[config.mk]
export PLATFORM = sky130hd
export DESIGN_NAME = uvp_prog_ctrl
export DESIGN_NICKNAME = d
export VERILOG_FILES = /design/src/rtl/uvp_pkg.sv /design/src/rtl/uvp_cyc_if.sv /design/src/rtl/uvp_prog_ctrl.sv /design/src/rtl/uvp_timer.sv /design/src/rtl/uvp_pin_drv.sv
export VERILOG_INCLUDE_DIRS = /design/src /design/src/rtl
export SDC_FILE = /design/constraint.sdc
export NUM_CORES = 1
export LEC_CHECK = 0
export ABC_AREA = 0
export BUFFER_PORTS_ARGS = -buffer_cell sky130_fd_sc_hd__buf_2
export CAP_MARGIN = 20
export CORE_ASPECT_RATIO = 1.1
export CORE_MARGIN = 2
export CORE_UTILIZATION = 64
export CTS_CLUSTER_SIZE = 14
export DETAILED_ROUTE_END_ITERATION = 16
export PLACE_DENSITY = 0.86
export REMOVE_ABC_BUFFERS = 1
export SLEW_MARGIN = 40
export SYNTH_ARGS = -nofsm -noshare
export SYNTH_HDL_FRONTEND = slang
export SYNTH_HIERARCHICAL = 1
export SYNTH_SLANG_ARGS = --single-unit
[constraint.sdc]
create_clock -name sys_clk_i -period 6.08 [get_ports sys_clk_i]
set_clock_uncertainty 0.05 [all_clocks]
set_input_delay 0.304 -clock sys_clk_i [delete_from_list [all_inputs] [get_ports sys_clk_i]]
set_output_delay 0.304 -clock sys_clk_i [all_outputs]
set_load 0.02 [all_outputs]
[src/rtl/uvp_cfg.svh]
// Purpose: constants for the eprom programming controller
// Assumes: 250 mhz system clock, 4 ns period
// Notes: timing counts derive from printed figures
// Overview of operation
// RULE1: erased cells read as all ones
// RULE2: programming only clears ones to zeros
// RULE3: word part: supply up, gate high, strobe low
// RULE4: selectable part: supply up, gate high, select low
// RULE5: present full sixteen bit word when programming
// RULE6: verify after each pulse, repeat until limit
// RULE7: loop over every address in turn
// RULE8: interactive mode adds one overprogram pulse everywhere
// RULE9: interactive mode ends with full verify at nominal
// RULE10: fast pulse is 100 us after stable lines
// RULE11: fast mode allows at most 25 pulses
// RULE12: fast mode ends verifying all at nominal
// RULE13: select and gate driven per part
// RULE14: select high inhibits programming of a part
// RULE15: verify reads with gate and select low
// RULE16: top data pin is low address in byte mode; the controller has no byte mode and uses all sixteen data pins as data, driving them only while programming
// RULE17: byte mode: low address picks high or low byte; the controller programs and reads whole sixteen bit words only
// RULE18: select inactive floats all outputs
// RULE19: data only with select and gate low
// RULE20: exact compare, count pulses, flag exhaustion
`ifndef UVP_CFG_SVH
`define UVP_CFG_SVH
`define UVP_CLK_MHZ 250
`define UVP_FAST_PW_US 100
`define UVP_FAST_PW_CYC ((`UVP_FAST_PW_US * `UVP_CLK_MHZ))
`define UVP_INT_PW_US 1000
`define UVP_INT_PW_CYC ((`UVP_INT_PW_US * `UVP_CLK_MHZ))
`define UVP_OVP_PW_US 2000
`define UVP_OVP_PW_CYC ((`UVP_OVP_PW_US * `UVP_CLK_MHZ))
`define UVP_SETUP_US 2
`define UVP_SETUP_CYC ((`UVP_SETUP_US * `UVP_CLK_MHZ))
`define UVP_ACC_NS 160
`define UVP_ACC_CYC ((`UVP_ACC_NS + 3) / 4)
`define UVP_FAST_MAX_PULSES 25
`define UVP_INT_MAX_PULSES 25
`define UVP_ERASED_WORD 16'hffff
`endif

[src/rtl/uvp_pkg.sv]
// Purpose: types shared by the eprom programming controller
// Assumes: nothing beyond the cfg header
// Notes: no constants here, only types
package uvp_pkg;
  // pin cycle operations
  typedef enum logic [2:0] {
    UVP_OP_IDLE,
    UVP_OP_READ,
    UVP_OP_PROG,
    UVP_OP_VERIFY
  } uvp_op_t;
  // algorithm choice
  typedef enum logic {
    UVP_ALG_INTERACTIVE,
    UVP_ALG_FAST
  } uvp_alg_t;
endpackage

[src/rtl/uvp_cyc_if.sv]
// Purpose: internal carrier between sequencer and pin driver
// Assumes: one clock domain
// Notes: sequencer requests one pin cycle, driver answers done
`timescale 1ns/1ps
interface uvp_cyc_if;
  uvp_pkg::uvp_op_t op; // requested pin cycle
  logic start; // one-cycle request pulse
  logic [31:0] pulse_cyc; // program pulse length in cycles
  logic [15:0] addr; // word address
  logic [15:0] wdata; // word to program
  logic [15:0] rdata; // word read back
  logic done; // one-cycle completion
  modport seq(output op, start, pulse_cyc, addr, wdata, input rdata, done);
  modport drv(input op, start, pulse_cyc, addr, wdata, output rdata, done);
endinterface

[src/rtl/uvp_prog_ctrl.sv]
// Purpose: programming sequencer for a 64k x 16 uv eprom, from the host side
// Assumes: image words come from a user port addressed by the sequencer
// Notes: supply levels are requested by outputs; the board switches them
`timescale 1ns/1ps
`include "uvp_cfg.svh"
module uvp_prog_ctrl #(
  parameter int ADDR_W = 16,
  parameter int FAST_PW_CYC = `UVP_FAST_PW_CYC,
  parameter int INT_PW_CYC = `UVP_INT_PW_CYC,
  parameter int OVP_PW_CYC = `UVP_OVP_PW_CYC,
  parameter int VPP_SETTLE_CYC = `UVP_SETUP_CYC,
  parameter int FAST_MAX = `UVP_FAST_MAX_PULSES,
  parameter int INT_MAX = `UVP_INT_MAX_PULSES
) (
  input wire logic sys_clk_i,
  input wire logic reset_n_i,
  input wire logic start_i,
  input wire logic fast_i,
  input wire logic [ADDR_W-1:0] last_addr_i,
  output logic [ADDR_W-1:0] img_addr_o,
  input wire logic [15:0] img_data_i,
  output logic busy_o,
  output logic done_o,
  output logic fail_o,
  output logic [ADDR_W-1:0] fail_addr_o,
  output logic vpp_high_o,
  output logic vcc_high_o,
  output logic select_n_o,
  output logic gate_n_o,
  output logic strobe_n_o,
  output logic [15:0] addr_o,
  output logic [15:0] data_o,
  output logic data_oe_o,
  input wire logic [15:0] data_i
);
  typedef enum logic [3:0] {
    S_IDLE, S_VPP_UP, S_PULSE, S_VERIFY, S_NEXT, S_OVP,
    S_VPP_DOWN, S_FINAL, S_DONE
  } uvp_seq_t;
  uvp_seq_t st_ff; // sequencer state
  uvp_pkg::uvp_alg_t alg_ff; // algorithm chosen at start
  logic [ADDR_W-1:0] addr_ff; // current address
  logic [ADDR_W-1:0] last_ff; // last address latched at start
  logic [7:0] npulse_ff; // pulses given at current address
  logic [31:0] settle_ff; // supply settle counter
  logic issued_ff; // a pin cycle is outstanding
  logic fail_ff; // failure flag
  logic done_ff; // completion flag
  logic [ADDR_W-1:0] fail_addr_ff; // first failing address
  logic match; // exact verify compare
  logic at_limit; // pulse budget spent
  uvp_cyc_if cyc ();
  uvp_pin_drv u_drv (
    .sys_clk_i(sys_clk_i),
    .reset_n_i(reset_n_i),
    .cyc(cyc),
    .select_n_o(select_n_o),
    .gate_n_o(gate_n_o),
    .strobe_n_o(strobe_n_o),
    .addr_o(addr_o),
    .data_o(data_o),
    .data_oe_o(data_oe_o),
    .data_i(data_i)
  );
  // exact word compare; a zero cannot return to one, so no rewrite helps
  function automatic logic word_ok(input logic [15:0] got, input logic [15:0] want);
    word_ok = (got == want);
  endfunction
  assign match = word_ok(cyc.rdata, img_data_i); // RULE20 RULE2
  assign at_limit = alg_ff == uvp_pkg::UVP_ALG_FAST ?
                    (npulse_ff >= 8'(FAST_MAX)) : (npulse_ff >= 8'(INT_MAX)); // RULE11 RULE6
  assign img_addr_o = addr_ff;
  // request one pin cycle per state visit; S_OVP and S_FINAL request one per address
  always_comb begin
    cyc.start = 1'b0;
    cyc.op = uvp_pkg::UVP_OP_IDLE;
    cyc.pulse_cyc = 32'(FAST_PW_CYC);
    cyc.addr = 16'(addr_ff);
    cyc.wdata = img_data_i; // RULE5
    if (!issued_ff) begin
      unique case (st_ff)
        S_PULSE: begin
          cyc.start = 1'b1;
          cyc.op = uvp_pkg::UVP_OP_PROG;
          cyc.pulse_cyc = (alg_ff == uvp_pkg::UVP_ALG_FAST) ?
                          32'(FAST_PW_CYC) : 32'(INT_PW_CYC); // RULE10
        end
        S_OVP: begin
          cyc.start = 1'b1;
          cyc.op = uvp_pkg::UVP_OP_PROG;
          cyc.pulse_cyc = 32'(OVP_PW_CYC); // RULE8
        end
        S_VERIFY: begin
          cyc.start = 1'b1;
          cyc.op = uvp_pkg::UVP_OP_VERIFY; // RULE15
        end
        S_FINAL: begin
          // no read until the supplies have settled at nominal
          cyc.start = (settle_ff == 32'h0); // RULE9 RULE12
          cyc.op = uvp_pkg::UVP_OP_READ;
        end
        default: cyc.start = 1'b0;
      endcase
    end
  end
  // outstanding flag: set by request, cleared by done
  always_ff @(posedge sys_clk_i) begin
    if (!reset_n_i) begin
      issued_ff <= 1'b0;
    end else if (cyc.done) begin
      issued_ff <= 1'b0;
    end else if (cyc.start) begin
      issued_ff <= 1'b1;
    end
  end
  // main algorithm sequencer
  always_ff @(posedge sys_clk_i) begin
    if (!reset_n_i) begin
      st_ff <= S_IDLE;
      alg_ff <= uvp_pkg::UVP_ALG_INTERACTIVE;
      addr_ff <= '0;
      last_ff <= '0;
      npulse_ff <= 8'h0;
      settle_ff <= 32'h0;
    end else begin
      unique case (st_ff)
        S_IDLE: begin
          if (start_i) begin
            alg_ff <= fast_i ? uvp_pkg::UVP_ALG_FAST : uvp_pkg::UVP_ALG_INTERACTIVE;
            last_ff <= last_addr_i;
            addr_ff <= '0;
            npulse_ff <= 8'h0;
            settle_ff <= 32'(VPP_SETTLE_CYC);
            st_ff <= S_VPP_UP;
          end
        end
        S_VPP_UP: begin
          // supply rises with gate and strobe/select idle high  RULE3 RULE4
          if (settle_ff == 32'h0) st_ff <= S_PULSE;
          else settle_ff <= settle_ff - 32'h1;
        end
        S_PULSE: begin
          if (cyc.done) begin
            npulse_ff <= npulse_ff + 8'h1;
            st_ff <= S_VERIFY; // RULE6
          end
        end
        S_VERIFY: begin
          if (cyc.done) begin
            if (match) begin
              st_ff <= S_NEXT;
            end else if (at_limit) begin
              st_ff <= S_VPP_DOWN; // RULE20 give up
            end else begin
              st_ff <= S_PULSE; // RULE11
            end
          end
        end
        S_NEXT: begin
          npulse_ff <= 8'h0;
          if (addr_ff == last_ff) begin
            addr_ff <= '0;
            st_ff <= (alg_ff == uvp_pkg::UVP_ALG_INTERACTIVE) ? S_OVP : S_VPP_DOWN; // RULE8
          end else begin
            addr_ff <= addr_ff + 1'b1; // RULE7
            st_ff <= S_PULSE;
          end
        end
        S_OVP: begin
          if (cyc.done) begin
            if (addr_ff == last_ff) begin
              st_ff <= S_VPP_DOWN;
            end else begin
              addr_ff <= addr_ff + 1'b1; // RULE8
            end
          end
        end
        S_VPP_DOWN: begin
          addr_ff <= '0;
          settle_ff <= 32'(VPP_SETTLE_CYC);
          st_ff <= fail_ff ? S_DONE : S_FINAL;
        end
        S_FINAL: begin
          // words read back at nominal supplies, stopping at the first mismatch  RULE9 RULE12
          if (settle_ff != 32'h0) begin
            settle_ff <= settle_ff - 32'h1;
          end else if (cyc.done) begin
            if (!match || addr_ff == last_ff) st_ff <= S_DONE;
            else addr_ff <= addr_ff + 1'b1;
          end
        end
        S_DONE: st_ff <= S_IDLE;
        default: st_ff <= S_IDLE;
      endcase
    end
  end
  // result flags: fail sticks until next start
  always_ff @(posedge sys_clk_i) begin
    if (!reset_n_i) begin
      fail_ff <= 1'b0;
      fail_addr_ff <= '0;
      done_ff <= 1'b0;
    end else begin
      done_ff <= (st_ff == S_DONE);
      if (st_ff == S_IDLE && start_i) begin
        fail_ff <= 1'b0;
      end else if ((st_ff == S_VERIFY && cyc.done && !match && at_limit)
                   || (st_ff == S_FINAL && settle_ff == 32'h0 && cyc.done && !match)) begin
        fail_ff <= 1'b1; // RULE20
        fail_addr_ff <= addr_ff;
      end
    end
  end
  // supply requests: programming levels only during programming phases
  always_ff @(posedge sys_clk_i) begin
    if (!reset_n_i) begin
      vpp_high_o <= 1'b0;
      vcc_high_o <= 1'b0;
    end else begin
      vpp_high_o <= st_ff inside {S_VPP_UP, S_PULSE, S_VERIFY, S_NEXT, S_OVP};
      vcc_high_o <= st_ff inside {S_VPP_UP, S_PULSE, S_VERIFY, S_NEXT, S_OVP};
    end
  end
  assign busy_o = (st_ff != S_IDLE);
  assign done_o = done_ff;
  assign fail_o = fail_ff;
  assign fail_addr_o = fail_addr_ff;
  // strobe low never longer than the longest pulse in play
  logic [31:0] low_cnt_ff; // assertion helper
  always_ff @(posedge sys_clk_i) begin
    if (!reset_n_i) low_cnt_ff <= 32'h0;
    else low_cnt_ff <= strobe_n_o ? 32'h0 : low_cnt_ff + 32'h1;
  end
  property p_pulse_len;
    @(posedge sys_clk_i) disable iff (!reset_n_i) low_cnt_ff <= 32'(OVP_PW_CYC) + 32'h1;
  endproperty
  a_pulse_len: assert property (p_pulse_len) else $error("strobe low too long"); // RULE10
  property p_strobe_data;
    @(posedge sys_clk_i) disable iff (!reset_n_i) !strobe_n_o |-> data_oe_o && !select_n_o;
  endproperty
  a_strobe_data: assert property (p_strobe_data) else $error("strobe without data"); // RULE5
  property p_no_contention;
    @(posedge sys_clk_i) disable iff (!reset_n_i) data_oe_o |-> gate_n_o;
  endproperty
  a_no_contention: assert property (p_no_contention) else $error("drive with gate low"); // RULE15
  property p_strobe_vpp;
    @(posedge sys_clk_i) disable iff (!reset_n_i) !strobe_n_o |-> vpp_high_o;
  endproperty
  a_strobe_vpp: assert property (p_strobe_vpp) else $error("pulse without vpp"); // RULE3
  property p_count;
    @(posedge sys_clk_i) disable iff (!reset_n_i)
      alg_ff == uvp_pkg::UVP_ALG_FAST |-> npulse_ff <= 8'(FAST_MAX);
  endproperty
  a_count: assert property (p_count) else $error("pulse budget exceeded"); // RULE11
  property p_fail_keeps;
    @(posedge sys_clk_i) disable iff (!reset_n_i) fail_ff && !start_i |=> fail_ff;
  endproperty
  a_fail_keeps: assert property (p_fail_keeps) else $error("fail flag lost"); // RULE20
  property p_final_nominal;
    @(posedge sys_clk_i) disable iff (!reset_n_i) st_ff == S_FINAL |=> !vpp_high_o;
  endproperty
  a_final_nominal: assert property (p_final_nominal) else $error("final read at vpp"); // RULE12
  property p_idle_pins;
    @(posedge sys_clk_i) disable iff (!reset_n_i)
      st_ff == S_IDLE && $past(st_ff) == S_IDLE |-> select_n_o && strobe_n_o;
  endproperty
  a_idle_pins: assert property (p_idle_pins) else $error("pins active while idle"); // RULE14
endmodule

[src/rtl/uvp_timer.sv]
// Purpose: down counter used for pulse and setup timing
// Assumes: load and tick on the same clock
// Notes: expired is high while count is zero
`timescale 1ns/1ps
module uvp_timer #(
  parameter int W = 32
) (
  input wire logic sys_clk_i,
  input wire logic reset_n_i,
  input wire logic load_i,
  input wire logic [W-1:0] value_i,
  output logic expired_o
);
  logic [W-1:0] cnt_ff; // remaining cycles
  // load wins over counting down
  always_ff @(posedge sys_clk_i) begin
    if (!reset_n_i) begin
      cnt_ff <= '0;
    end else if (load_i) begin
      cnt_ff <= value_i;
    end else if (cnt_ff != '0) begin
      cnt_ff <= cnt_ff - 1'b1;
    end
  end
  assign expired_o = (cnt_ff == '0);
endmodule

[src/rtl/uvp_pin_drv.sv]
// Purpose: drives one program, verify or read cycle on the part pins
// Assumes: part is held in programming mode by the sequencer for program/verify
// Notes: data pins float except while programming
`timescale 1ns/1ps
`include "uvp_cfg.svh"
module uvp_pin_drv (
  input wire logic sys_clk_i,
  input wire logic reset_n_i,
  uvp_cyc_if.drv cyc,
  output logic select_n_o,
  output logic gate_n_o,
  output logic strobe_n_o,
  output logic [15:0] addr_o,
  output logic [15:0] data_o,
  output logic data_oe_o,
  input wire logic [15:0] data_i
);
  typedef enum logic [1:0] {PD_IDLE, PD_SETUP, PD_ACTIVE, PD_HOLD} uvp_pd_t;
  uvp_pd_t st_ff; // pin phase
  uvp_pkg::uvp_op_t op_ff; // op in flight
  logic [31:0] pw_ff; // pulse length held here, the request lines do not stay put
  logic tload; // timer load
  logic [31:0] tval; // timer value
  logic texp; // timer expired
  uvp_timer #(.W(32)) u_tmr (
    .sys_clk_i(sys_clk_i),
    .reset_n_i(reset_n_i),
    .load_i(tload),
    .value_i(tval),
    .expired_o(texp)
  );
  // timer loads on entering each timed phase
  always_comb begin
    tload = 1'b0;
    tval = 32'h0;
    if (st_ff == PD_IDLE && cyc.start) begin
      tload = 1'b1;
      tval = 32'(`UVP_SETUP_CYC);
    end else if (st_ff == PD_SETUP && texp) begin
      tload = 1'b1;
      // one less: the strobe already falls on this loading edge
      tval = (op_ff == uvp_pkg::UVP_OP_PROG) ? pw_ff - 32'h1 : 32'(`UVP_ACC_CYC);
    end else if (st_ff == PD_ACTIVE && texp) begin
      tload = 1'b1;
      tval = 32'(`UVP_SETUP_CYC);
    end
  end
  // phase sequencing: lines settle before strobe, hold after
  always_ff @(posedge sys_clk_i) begin
    if (!reset_n_i) begin
      st_ff <= PD_IDLE;
      op_ff <= uvp_pkg::UVP_OP_IDLE;
      pw_ff <= 32'h0;
    end else begin
      unique case (st_ff)
        PD_IDLE: begin
          if (cyc.start) begin
            st_ff <= PD_SETUP;
            op_ff <= cyc.op;
            pw_ff <= cyc.pulse_cyc; // RULE10
          end
        end
        PD_SETUP: if (texp) st_ff <= PD_ACTIVE;
        PD_ACTIVE: if (texp) st_ff <= PD_HOLD;
        PD_HOLD: if (texp) st_ff <= PD_IDLE;
      endcase
    end
  end
  // pins: select low only for own cycle, else part inhibited/standby
  always_ff @(posedge sys_clk_i) begin
    if (!reset_n_i) begin
      select_n_o <= 1'b1;
      gate_n_o <= 1'b1;
      strobe_n_o <= 1'b1;
      addr_o <= 16'h0;
      data_o <= 16'h0;
      data_oe_o <= 1'b0;
    end else begin
      if (st_ff == PD_IDLE && cyc.start) begin
        addr_o <= cyc.addr; // address stable before strobe  RULE10
        data_o <= cyc.wdata; // full word in parallel  RULE5
        data_oe_o <= (cyc.op == uvp_pkg::UVP_OP_PROG);
        select_n_o <= 1'b0; // RULE13
      end
      strobe_n_o <= !(st_ff == PD_SETUP && texp && op_ff == uvp_pkg::UVP_OP_PROG)
                    && !(st_ff == PD_ACTIVE && !texp && op_ff == uvp_pkg::UVP_OP_PROG); // RULE10
      gate_n_o <= !(op_ff != uvp_pkg::UVP_OP_PROG && st_ff != PD_IDLE
                    && !(st_ff == PD_HOLD)); // RULE15 RULE19
      if (st_ff == PD_HOLD && texp) begin
        select_n_o <= 1'b1; // RULE14 RULE18
        data_oe_o <= 1'b0;
      end
    end
  end
  // capture read word at end of access window
  always_ff @(posedge sys_clk_i) begin
    if (!reset_n_i) begin
      cyc.rdata <= `UVP_ERASED_WORD; // RULE1
    end else if (st_ff == PD_ACTIVE && texp && op_ff != uvp_pkg::UVP_OP_PROG) begin
      cyc.rdata <= data_i; // RULE15
    end
  end
  assign cyc.done = (st_ff == PD_HOLD) && texp;
endmodule

; ---- After elaboration in Yosys (flattened, before gate mapping)
; Index checks and enable logic that the tools add are counted.
[classes]
n_mux = 52
n_reduce_logical = 51
n_eq_ne = 33
order_cmp = 1
n_bitwise = 2
add_sub_neg = 5
[op_table]
columns = op, count
row1 = $mux W32, 8
row2 = $pmux W32 S4, 1
row3 = $mux W16, 7
row4 = $sub A32 B1 Y32 const B, 3
row5 = $pmux W16 S5, 1
row6 = $logic_not A32 Y1, 2
row7 = $reduce_bool A32 Y1, 2
row8 = $mux W4, 10
row9 = $pmux W19 S2, 1
row10 = $eq A16 B16 Y1, 2
row11 = $pmux W4 S8, 1
row12 = $ne A2 B2 Y1 const B, 13
row13 = $pmux W8 S3, 1
row14 = $mux W19, 1
row15 = $logic_and A1 B1 Y1, 18
row16 = $mux W18, 1
row17 = $add A16 B1 Y16 const B, 1
row18 = $eq A4 B3 Y1 const B, 4
row19 = $mux W8, 2
row20 = $mux W3, 4
row21 = $mux W2, 5
row22 = $reduce_bool A5 Y1, 2
row23 = $mux W9, 1
row24 = $reduce_and A9 Y1, 1
row25 = other kinds (28), 52
[totals]
word_cells = 166
out_inout_bits = 73
ff_bits = 218

; ---- Depth between registers and ports, before layout
; Gate-level depths: netlist of the first run.
[logic_depth]
word_depth = 7
ltp_mapped = 16

; ---- Cells and area by module
; Netlist of the first run, hierarchy kept.
[modules_own_cells]
columns = mod, instances, seq_area_each_um2, cells_each, area_per_inst_um2
row1 = uvp_prog_ctrl, 1, 1941.9, 601, 4899.7
row2 = uvp_pin_drv, 1, 1781.7, 542, 4219.0
row3 = uvp_timer, 1, 640.6, 215, 1808.0

; ---- Worst setup path after synthesis of the first run
; OpenSTA, ideal clock, no wires.
[synth_path]
path_type = reg2reg
from = register settle_ff[9]
to = register u_drv.u_tmr.cnt_ff[25]
t_arrival_ns = 3.711
stages_incl_launch_ff = 16
period_less_slack_ns = 3.820
path_buffers = 3
slack_ns = 2.260
setup_time_ns = 0.059
cell_sequence = dfxtp_1 -> or4_4 -> or4b_4 -> buf_6 -> nor4_1 -> o21ai_0 -> a211o_1 -> nor2_1 -> nand2_1 -> clkbuf_1 -> nand2_1 -> and2_1 -> clkbuf_1 -> nand2_1 -> a41oi_1 -> o311a_1
[synth_between]
elab_chain_len = 6
elab_cells_between_ends = 8
classes_between = mux (5) / reduce/logical (3)
[synth_rtl]
columns = item, line_no
row1 = start: declaration, uvp_prog_ctrl.sv:45  ; logic [31:0] settle_ff;
row2 = start signal: assignment, uvp_prog_ctrl.sv:133  ; settle_ff <= 32'(VPP_SETTLE_CYC);
row3 = start signal: assignment, uvp_prog_ctrl.sv:140  ; else settle_ff <= settle_ff - 32'h1;
row4 = start signal: assignment, uvp_prog_ctrl.sv:180  ; settle_ff <= 32'(VPP_SETTLE_CYC);
row5 = $logic_not A32 Y1 *, uvp_prog_ctrl.sv:99  ; cyc.start = (settle_ff == 32'h0);
row6 = $pmux W1 S2 *, uvp_prog_ctrl.sv:81  ; unique case (st_ff)
row7 = $mux W1 *, uvp_prog_ctrl.sv:80  ; if (!issued_ff) begin
row8 = via cyc.start, uvp_cyc_if.sv:7  ; logic start;
row9 = $logic_and A1 B1 Y1 *, uvp_pin_drv.sv:36  ; if (st_ff == PD_IDLE && cyc.start) begin
row10 = $mux W1 *, uvp_pin_drv.sv:36
row11 = via u_drv.tload, uvp_pin_drv.sv:22  ; logic tload;
row12 = $mux W32 / $reduce_bool A2 Y1 (equally long branches), n/a
row13 = end signal: assignment, uvp_timer.sv:20  ; cnt_ff <= value_i;
row14 = end signal: assignment, uvp_timer.sv:22  ; cnt_ff <= cnt_ff - 1'b1;
row15 = end: declaration, uvp_timer.sv:14  ; logic [W-1:0] cnt_ff;
; The timed path passes the listed nets; every way through them passes the cells marked *.
; A chain may end at the register's enable or synchronous reset.

; ---- Final worst setup path of the first run
[layout_path]
from = register u_drv.u_tmr.cnt_ff[5]
to = register u_drv.u_tmr.cnt_ff[25]
[layout_between]
elab_cells_between_ends = 13
classes_between = add/sub (1) / mux (7) / reduce/logical (5)
[layout_rtl]
columns = item, line_no
row1 = $logic_not A32 Y1, uvp_timer.sv:25  ; assign expired_o = (cnt_ff == '0);
row2 = via u_drv.texp, uvp_pin_drv.sv:24  ; logic texp;
row3 = $logic_and A1 B1 Y1, uvp_pin_drv.sv:39  ; end else if (st_ff == PD_SETUP && texp) begin
row4 = $mux W32, uvp_pin_drv.sv:39
row5 = $mux W32, uvp_pin_drv.sv:36
row6 = via u_drv.tval[25], uvp_pin_drv.sv:23  ; logic [31:0] tval;
row7 = $mux W32, uvp_timer.sv:19  ; end else if (load_i) begin
; The timed path passes the listed nets, and every way through them passes these cells. The select of a mux whose other input is x is not followed.

==> impl_metrics.ini, run 1 <==
[floorplanning]
die_h_microns = 141
dieArea_sq_um = 18100
start_util = 0.647
coreArea_sq_um = 16900
rows = 50
die_w_microns = 129
num_io_pins = 125

[setup_path]
critical-path-top-delay-family = simple AND/OR/NAND/NOR gates
worstPathCellList = or4_4, nor4_4, nand3_1, inv_1, nand2_1, or3_1, a21oi_1, nand2_1, a41oi_1, o311a_1
reg2reg_slack_ns = 1.66
reg2reg_from = u_drv/u_tmr/cnt_ff[5]
cp_slowest_cell = or3_1
end_kind = flop
crit_start = u_drv/u_tmr/cnt_ff[5]
path_max_fanout = 20
cp-start-kind = flop
crit_type = reg -> reg
crit_required_ns = 6.47
worstSetupEndpoint = u_drv/u_tmr/cnt_ff[25]
slowest_delay_ns = 0.69
arrival_ns = 4.81
critical_path_cell_count = 10
path_common_cell = nand2_1
crit_buf_inv = 1
reg2regPathDepth = 10
r2r_end = u_drv/u_tmr/cnt_ff[25]

[clock_network]
clk_pin_slew_ns = 0.06
clk_latency_ns = 0.51
ctsHoldBuffers = 31
cts.sinks = 218
numCtsBuffers = 23
h-tree-depth = 1
cts_tree = yes
cts_root_buf = clkbuf_16
clock_path_buffers = 3
post_cts_resized = 0
post_cts_buffers = 0

[final_layout]
nets = 1559
finalInstanceArea_sq_um = 12700
drive_above_1_share = 0.137
syn_to_final_growth_pct = 16.4
antennaDiodeCount = 0

[yosys]
ys_seq_elements = 218
synth_edf_count = 0
ys_warn_count = 6
synth_area_leader_cell = dfxtp_1
syn_avg_cell_area_sq_um = 8.05
netlist_top_cells_area = dfxtp_1 40%, nand2_1 9.2%, xor2_1 5.5%, a21boi_0 4.8%, nor2_1 4.1%
synthesis.area_sq_um = 10900
yosysUniqueCellTypes = 71
ys.flop_type = dfxtp_1
yosysTopAreaCellShare = 0.399
ys_seq_area_frac = 0.399
syn_inst = 1358
async_flop_share = 0

[sta]
finalSetupViolCount = 0
hold_violations = 1
max-slew-margin-rel = 0.469
fin_tns_setup_ns = 0
finalMaxSlewViolations = 0
fin_crit_sh = 0.728
period_minus_slack_ns = 4.42
worstMarginPinSlew_ns = 0.789
max_freq_mhz = 226
fin_ws_ns = 1.66
grt_setup_unrepaired = false
hold-worst-slack_ns = -0.00182

[global_route]
grt_pass1_wl_mm = 44.3
grt-ovfl-total = 0
grtUsageTotal = 0.290
antenna_found_initial = 0
grt_max_degree = 72
grt_pass1_vias = 9249

[detailed_routing]
post_drt_wl_per_cell_microns = 15.7
drc = 0
first_pass_iters = 6
routed_wirelength_mm = 27.0
drtIter0Drc = 808
antenna_left = 0
num_vias = 10200
vias_per_cell = 5.92

[outcome]
status = finished with violations
violations = negative hold slack

[hold_path]
min_path_type = in -> reg
whs_path_depth = 3

[place]
port_buffers = 124
preCtsSetupSlack_ns = 1.85
placed_cell_area_sq_um = 11600
hpwl_mm = 17.1
gp_congestion = 0.869

[pwr]
power.total_mw = 6.36
powerDensity_nw_per_um2 = 500
vdd_ir_drop_max_mv = 0.384
leakage_nw = 5.10

[job]
drv_cap = 0
-- power breakdown --
part           switching, mW  internal [mW]
registers              0.319           1.71
clock network          0.562          0.828
logic                   1.84           1.10
total                   2.72           3.64
-- layout make-up --
type	count	area (sq um)
Sequential cell	218	4360
Fill cell	1187	4170
Tap cell	208	260
Clock buffer	30	642
Clock inverter	10	111
Inverter	26	97.6
Multi-Input combinational cell	1060	6230
Timing Repair Buffer	166	1020
-- through the flow --
step	utilization	instances
3_5_place_dp	0.690	1647
2_1_floorplan	-	1304
4_1_cts	0.753	1718
5_1_grt	0.753	1718
6_report	0.753	1718
3_3_place_gp	0.689	1647
-- worst min-delay path by stage --
stage | startpoint | endpoint | slack [ns]
floorplan | reset_n_i | u_drv/cyc.rdata[0] | 0.33
global placement | u_drv/select_n_o | u_drv/select_n_o | 0.39
detailed placement | u_drv/select_n_o | u_drv/select_n_o | 0.39
CTS | img_data_i[8] | u_drv/data_o[8] | 0.0004
global route | last_addr_i[4] | last_ff[4] | 0.005
finish | last_addr_i[4] | last_ff[4] | -0.002
-- sequential cells by signal (all words and copies together), names as in the netlist, 2 cells and up --
name / cells
u_drv/pw_ff: 32
fail_addr_o: 16
u_drv/st_ff: 2
u_drv/cyc.rdata: 16
u_drv/addr_o: 16
img_addr_o: 16
st_ff: 4
settle_ff: 32
last_ff: 16
u_drv/u_tmr/cnt_ff: 32
npulse_ff: 8
u_drv/data_o: 16
u_drv/op_ff: 3
-- metal layers --
layer  routed length (microns)  vias up  global-route usage
li1                          -     5014                   -
met1                     11500     4746               0.381
met2                     13300      341               0.493
met3                      1560       61              0.0395
met4                       644        0              0.0950
met5                         0        -                   0
-- synthesized netlist by cell type, types with 4 or more instances --
cell and instances:
and2_1 8, or4b_1 4, o21ai_0 57, a211oi_2 4, or3_1 14, a211oi_1 7, nor3b_1 5, dfxtp_1 218
o211ai_1 7, nand2_1 269, mux2i_1 22, buf_6 5, or2_2 7, nand3_1 52, nand3b_1 9, o31ai_1 16
or4_4 5, a311oi_1 4, a21oi_1 62, nor2b_1 8, nor2_1 119, nand4_1 19, xor2_1 68, nand4b_1 6
nor4_1 32, nand2b_1 11, ha_1 12, nor3_1 26, or4_1 27, and3_1 10, clkbuf_1 63, a31oi_1 5
a21boi_0 70, inv_1 25, xnor2_1 26
-- cells in the final DEF, fill, tap and decap left out, types with 6 or more instances in the layout --
master         count
buf_4             12
o31ai_1           16
a211oi_1           7
conb_1            22
nand2b_1          11
nand2_1          268
nand3b_1           9
nand3_1           52
and3_1            10
xnor2_1           26
a21boi_0          70
nor2b_1            8
inv_1             24
nor3_1            25
dlygate4sd3_1     31
buf_2            123
mux2i_1           22
dfxtp_1          218
and2_1             7
nor2_1           119
or4_1             27
nor4_1            32
nand4_1           19
o21ai_0           57
xor2_1            68
or3_1             14
nand4b_1           6
or2_2              7
a21oi_1           62
clkbuf_16         23
ha_1              12
o211ai_1           7
-- cell families (layout without fill, tap and decap cells) --
| kind of cell | Yosys count | in the layout | synth area share |
|---|---|---|---|
| and+or+nand+nor | 647 | 647 | 0.292 |
| AOI/OAI and AO/OA | 262 | 262 | 0.159 |
| DFF | 218 | 218 | 0.399 |
| buffers and inverters | 101 | 232 | 0.0392 |
| xor gates and xnor gates | 94 | 94 | 0.0753 |
| muxes | 23 | 23 | 0.0212 |
| adders and majority gates | 12 | 12 | 0.0137 |
| other | 1 | 22 | 0.000343 |
-- worst register-to-register path: stages, from the launching register on --
cell     delay (ns)
dfxtp_1        0.38
or4_4          0.62
nor4_4         0.63
nand3_1        0.55
inv_1          0.38
nand2_1        0.19
or3_1          0.69
a21oi_1        0.36
nand2_1        0.12
a41oi_1        0.23
o311a_1        0.18
Note: power is estimated with default switching activity, not from simulation.
==> run 2: changes to the inputs <==
--- a/config.mk
+++ b/config.mk
@@ -6,15 +6,15 @@
 export SDC_FILE = /design/constraint.sdc
 export NUM_CORES = 1
 export LEC_CHECK = 0
-export ABC_AREA = 0
+export ABC_AREA = 1
 export BUFFER_PORTS_ARGS = -buffer_cell sky130_fd_sc_hd__buf_2
 export CAP_MARGIN = 20
 export CORE_ASPECT_RATIO = 1.1
 export CORE_MARGIN = 2
-export CORE_UTILIZATION = 64
+export CORE_UTILIZATION = 61
 export CTS_CLUSTER_SIZE = 14
 export DETAILED_ROUTE_END_ITERATION = 16
-export PLACE_DENSITY = 0.86
+export PLACE_DENSITY = 0.82
 export REMOVE_ABC_BUFFERS = 1
 export SLEW_MARGIN = 40
 export SYNTH_ARGS = -nofsm -noshare
==> constraint.sdc (replaced) <==
create_clock -name sys_clk_i -period 4.45 [get_ports sys_clk_i]
set_clock_uncertainty 0.05 [all_clocks]
set_input_delay 0.2225 -clock sys_clk_i [delete_from_list [all_inputs] [get_ports sys_clk_i]]
set_output_delay 0.2225 -clock sys_clk_i [all_outputs]
set_load 0.02 [all_outputs]
==> run 2 against run 1 <==
  * The run now ends clean
  * Cell count grew 40%
  * Count of clock-buffer cells in the layout rose by 1
  * Setup slack got worse by 0.68 ns
  * Sequential share of layout area is 4.4 points lower
  * Sequential cell count is the same
  * Critical path depth rose by 6
  * Via count is 26% higher
  * Worst hold slack improved by 0.019 ns
  * Combinational power up 130%
  * Synthesized area is 16% higher
  * Final area grew 15%
  * Die area is 21% higher
  * Critical path type unchanged
  * Highest routed layer unchanged
==> impl_metrics.ini, run 2 <==
[outcome]
status = complete, no violations

[pwr]
power.total_mw = 11.6
p_comb_frac = 0.573
vdd_ir_drop_max_mv = 0.533
p_switching_mw = 5.82
p_sw_frac = 0.502
p_seq_frac = 0.258
powerDensity_nw_per_um2 = 793
pwr-share-clk = 0.169
p_int_mw = 5.77
leakage_nw = 6.84

[yosys]
synthesis.area_sq_um = 12600
ys.flop_type = dfxtp_1
syn_inst = 1980
netlist_top_cells_area = dfxtp_1 35%, nand2_1 15%, nor2_1 11%, o21ai_0 5.5%, inv_1 5.3%
synth_edf_count = 0
yosysTopAreaCellShare = 0.346
yosys-top-cells-count = 498 x nand2_1, 374 x nor2_1, 218 x dfxtp_1
yosysUniqueCellTypes = 47
yosys.cell_count.top_type = nand2_1
synth_area_leader_cell = dfxtp_1
async_flop_share = 0
ys_seq_area_frac = 0.346
syn_avg_cell_area_sq_um = 6.38
ys_warn_count = 6
ys_seq_elements = 218

[floorplanning]
start_util = 0.618
rows = 55
coreArea_sq_um = 20400
die_w_microns = 141
num_io_pins = 125
die_h_microns = 155
dieArea_sq_um = 21900

[setup_path]
crit_required_ns = 4.81
end_kind = flop
cp-start-kind = flop
crit_type = reg -> reg
reg2regPathDepth = 16
path_max_fanout = 27
arrival_ns = 3.83

[detailed_routing]
drc = 0
antenna_left = 0
routed_wirelength_mm = 34.8
vias_per_cell = 5.34
drtIter0Drc = 839
num_vias = 12800
first_pass_iters = 5
post_drt_wl_per_cell_microns = 14.5

[clock_network]
clk_latency_ns = 0.53
h-tree-depth = 1
numCtsBuffers = 23
post_cts_buffers = 0
ctsHoldBuffers = 49
post_cts_resized = 0
clock_path_buffers = 3
clk_pin_slew_ns = 0.06
cts_tree = yes
cts.sinks = 218
cts_root_buf = clkbuf_16

[final_layout]
syn_to_final_growth_pct = 15.7
nets = 2199
drive_above_1_share = 0.129
layout_commonest_cell = nand2_1
postLayoutCoreUtil = 0.715
instances_no_fill = 2405
finalInstanceArea_sq_um = 14600
mostFrequentLayoutCells = 498 x nand2_1, 374 x nor2_1, 218 x dfxtp_1, 176 x inv_1, 138 x o21ai_0
antennaDiodeCount = 0
top_regs = settle_ff x32, u_drv/pw_ff x32, u_drv/u_tmr/cnt_ff x32

[global_route]
grtUsageTotal = 0.312
antenna_found_initial = 0
grt-ovfl-total = 0
grt_pass1_wl_mm = 56.9
grt_pass1_vias = 12200
grt_max_degree = 109

[hold_path]
min_path_type = in -> reg
whs_path_depth = 2

[place]
dp_cells = 2317
gp_congestion = 0.941
hpwl_mm = 23.4
port_buffers = 124
placed_cell_area_sq_um = 13300
preCtsSetupSlack_ns = 1.06

[sta]
max-slew-margin-rel = 0.484
worstMarginPinSlew_ns = 0.769
finalSetupViolCount = 0
hold-worst-slack_ns = 0.0175
hold_violations = 0
period_minus_slack_ns = 3.47
fin_tns_setup_ns = 0
finalMaxSlewViolations = 0
max_freq_mhz = 288
grt_setup_unrepaired = false
fin_crit_sh = 0.780
fin_ws_ns = 0.978

[job]
drv_cap = 0
-- run 2: cell types whose count changed in the layout (fill, tap and decap cells not counted), moves of 29 or more --
cell	previous run	this run
nor4_1	32	3
nand2_1	268	498
a21oi_1	62	123
o21ai_0	57	138
nor2_1	119	374
a21boi_0	70	1
inv_1	24	176
nand3_1	52	119
-- run 2: critical path: stages, from the launching register on --
cell and delay (ns):
dfxtp_1 0.31, inv_1 0.11, ha_1 0.24, nand2_2 0.13, nor2_4 0.16, nand2_1 0.13, nor2_4 0.14, nand2_1 0.10
a21oi_1 0.29, nand2_2 0.18, nand3_1 0.15, clkinv_1 0.63, or2_2 0.55, nand2_1 0.07, inv_1 0.04, nand2_1 0.05
nor2_1 0.04
-- run 2: path summary, 6_finish.rpt --
| path | slack [ns] | start | endpoint |
|---|---|---|---|
| max | 0.98 | settle_ff[0] | u_drv/u_tmr/cnt_ff[31] |
| min | 0.02 | reset_n_i | u_drv/strobe_n_o |
| max reg2reg | 0.98 | settle_ff[0] | u_drv/u_tmr/cnt_ff[31] |
| min reg2reg | 0.40 | u_drv/op_ff[0] | u_drv/op_ff[0] |
-- run 2: cell families after synthesis --
family,count (synthesis),share of synthesized area
XOR/XNOR,61,0.0423
buffers and inverters,266,0.0874
other,1,0.000297
adder cells (fa/ha/maj),12,0.0119
flip-flops,218,0.346
AND/OR/NAND/NOR,1130,0.390
AO/OA/AOI/OAI,292,0.122
-- run 2: power by group through the flow --
stage | sequential [mW] | clock, mW | combinational [mW]
2_1_floorplan | 3.07 | 0 | 4.89
6_report | 2.99 | 1.96 | 6.63
3_5_place_dp | 3.00 | 0 | 6.45
3_3_place_gp | 2.99 | 0 | 6.36
4_1_cts | 2.97 | 1.99 | 6.54
5_1_grt | 3.05 | 2.07 | 7.52
-- run 2: routing by layer --
layer	vias up	global-route usage	wire, microns
li1	6556	-	-
met2	387	0.571	17200
met4	0	0.113	1160
met5	-	0	0
met3	90	0.0360	1710
met1	5806	0.377	14700
-- run 2: final cells by class --
cell class / instances / area, sq um
multi-input combinational: 1516 / 7240
fill: 1717 / 5830
sequential: 218 / 4360
timing repair buffer: 180 / 1170
inverter: 196 / 749
clock buffer: 31 / 656
tap: 256 / 320
clock inverter: 8 / 108
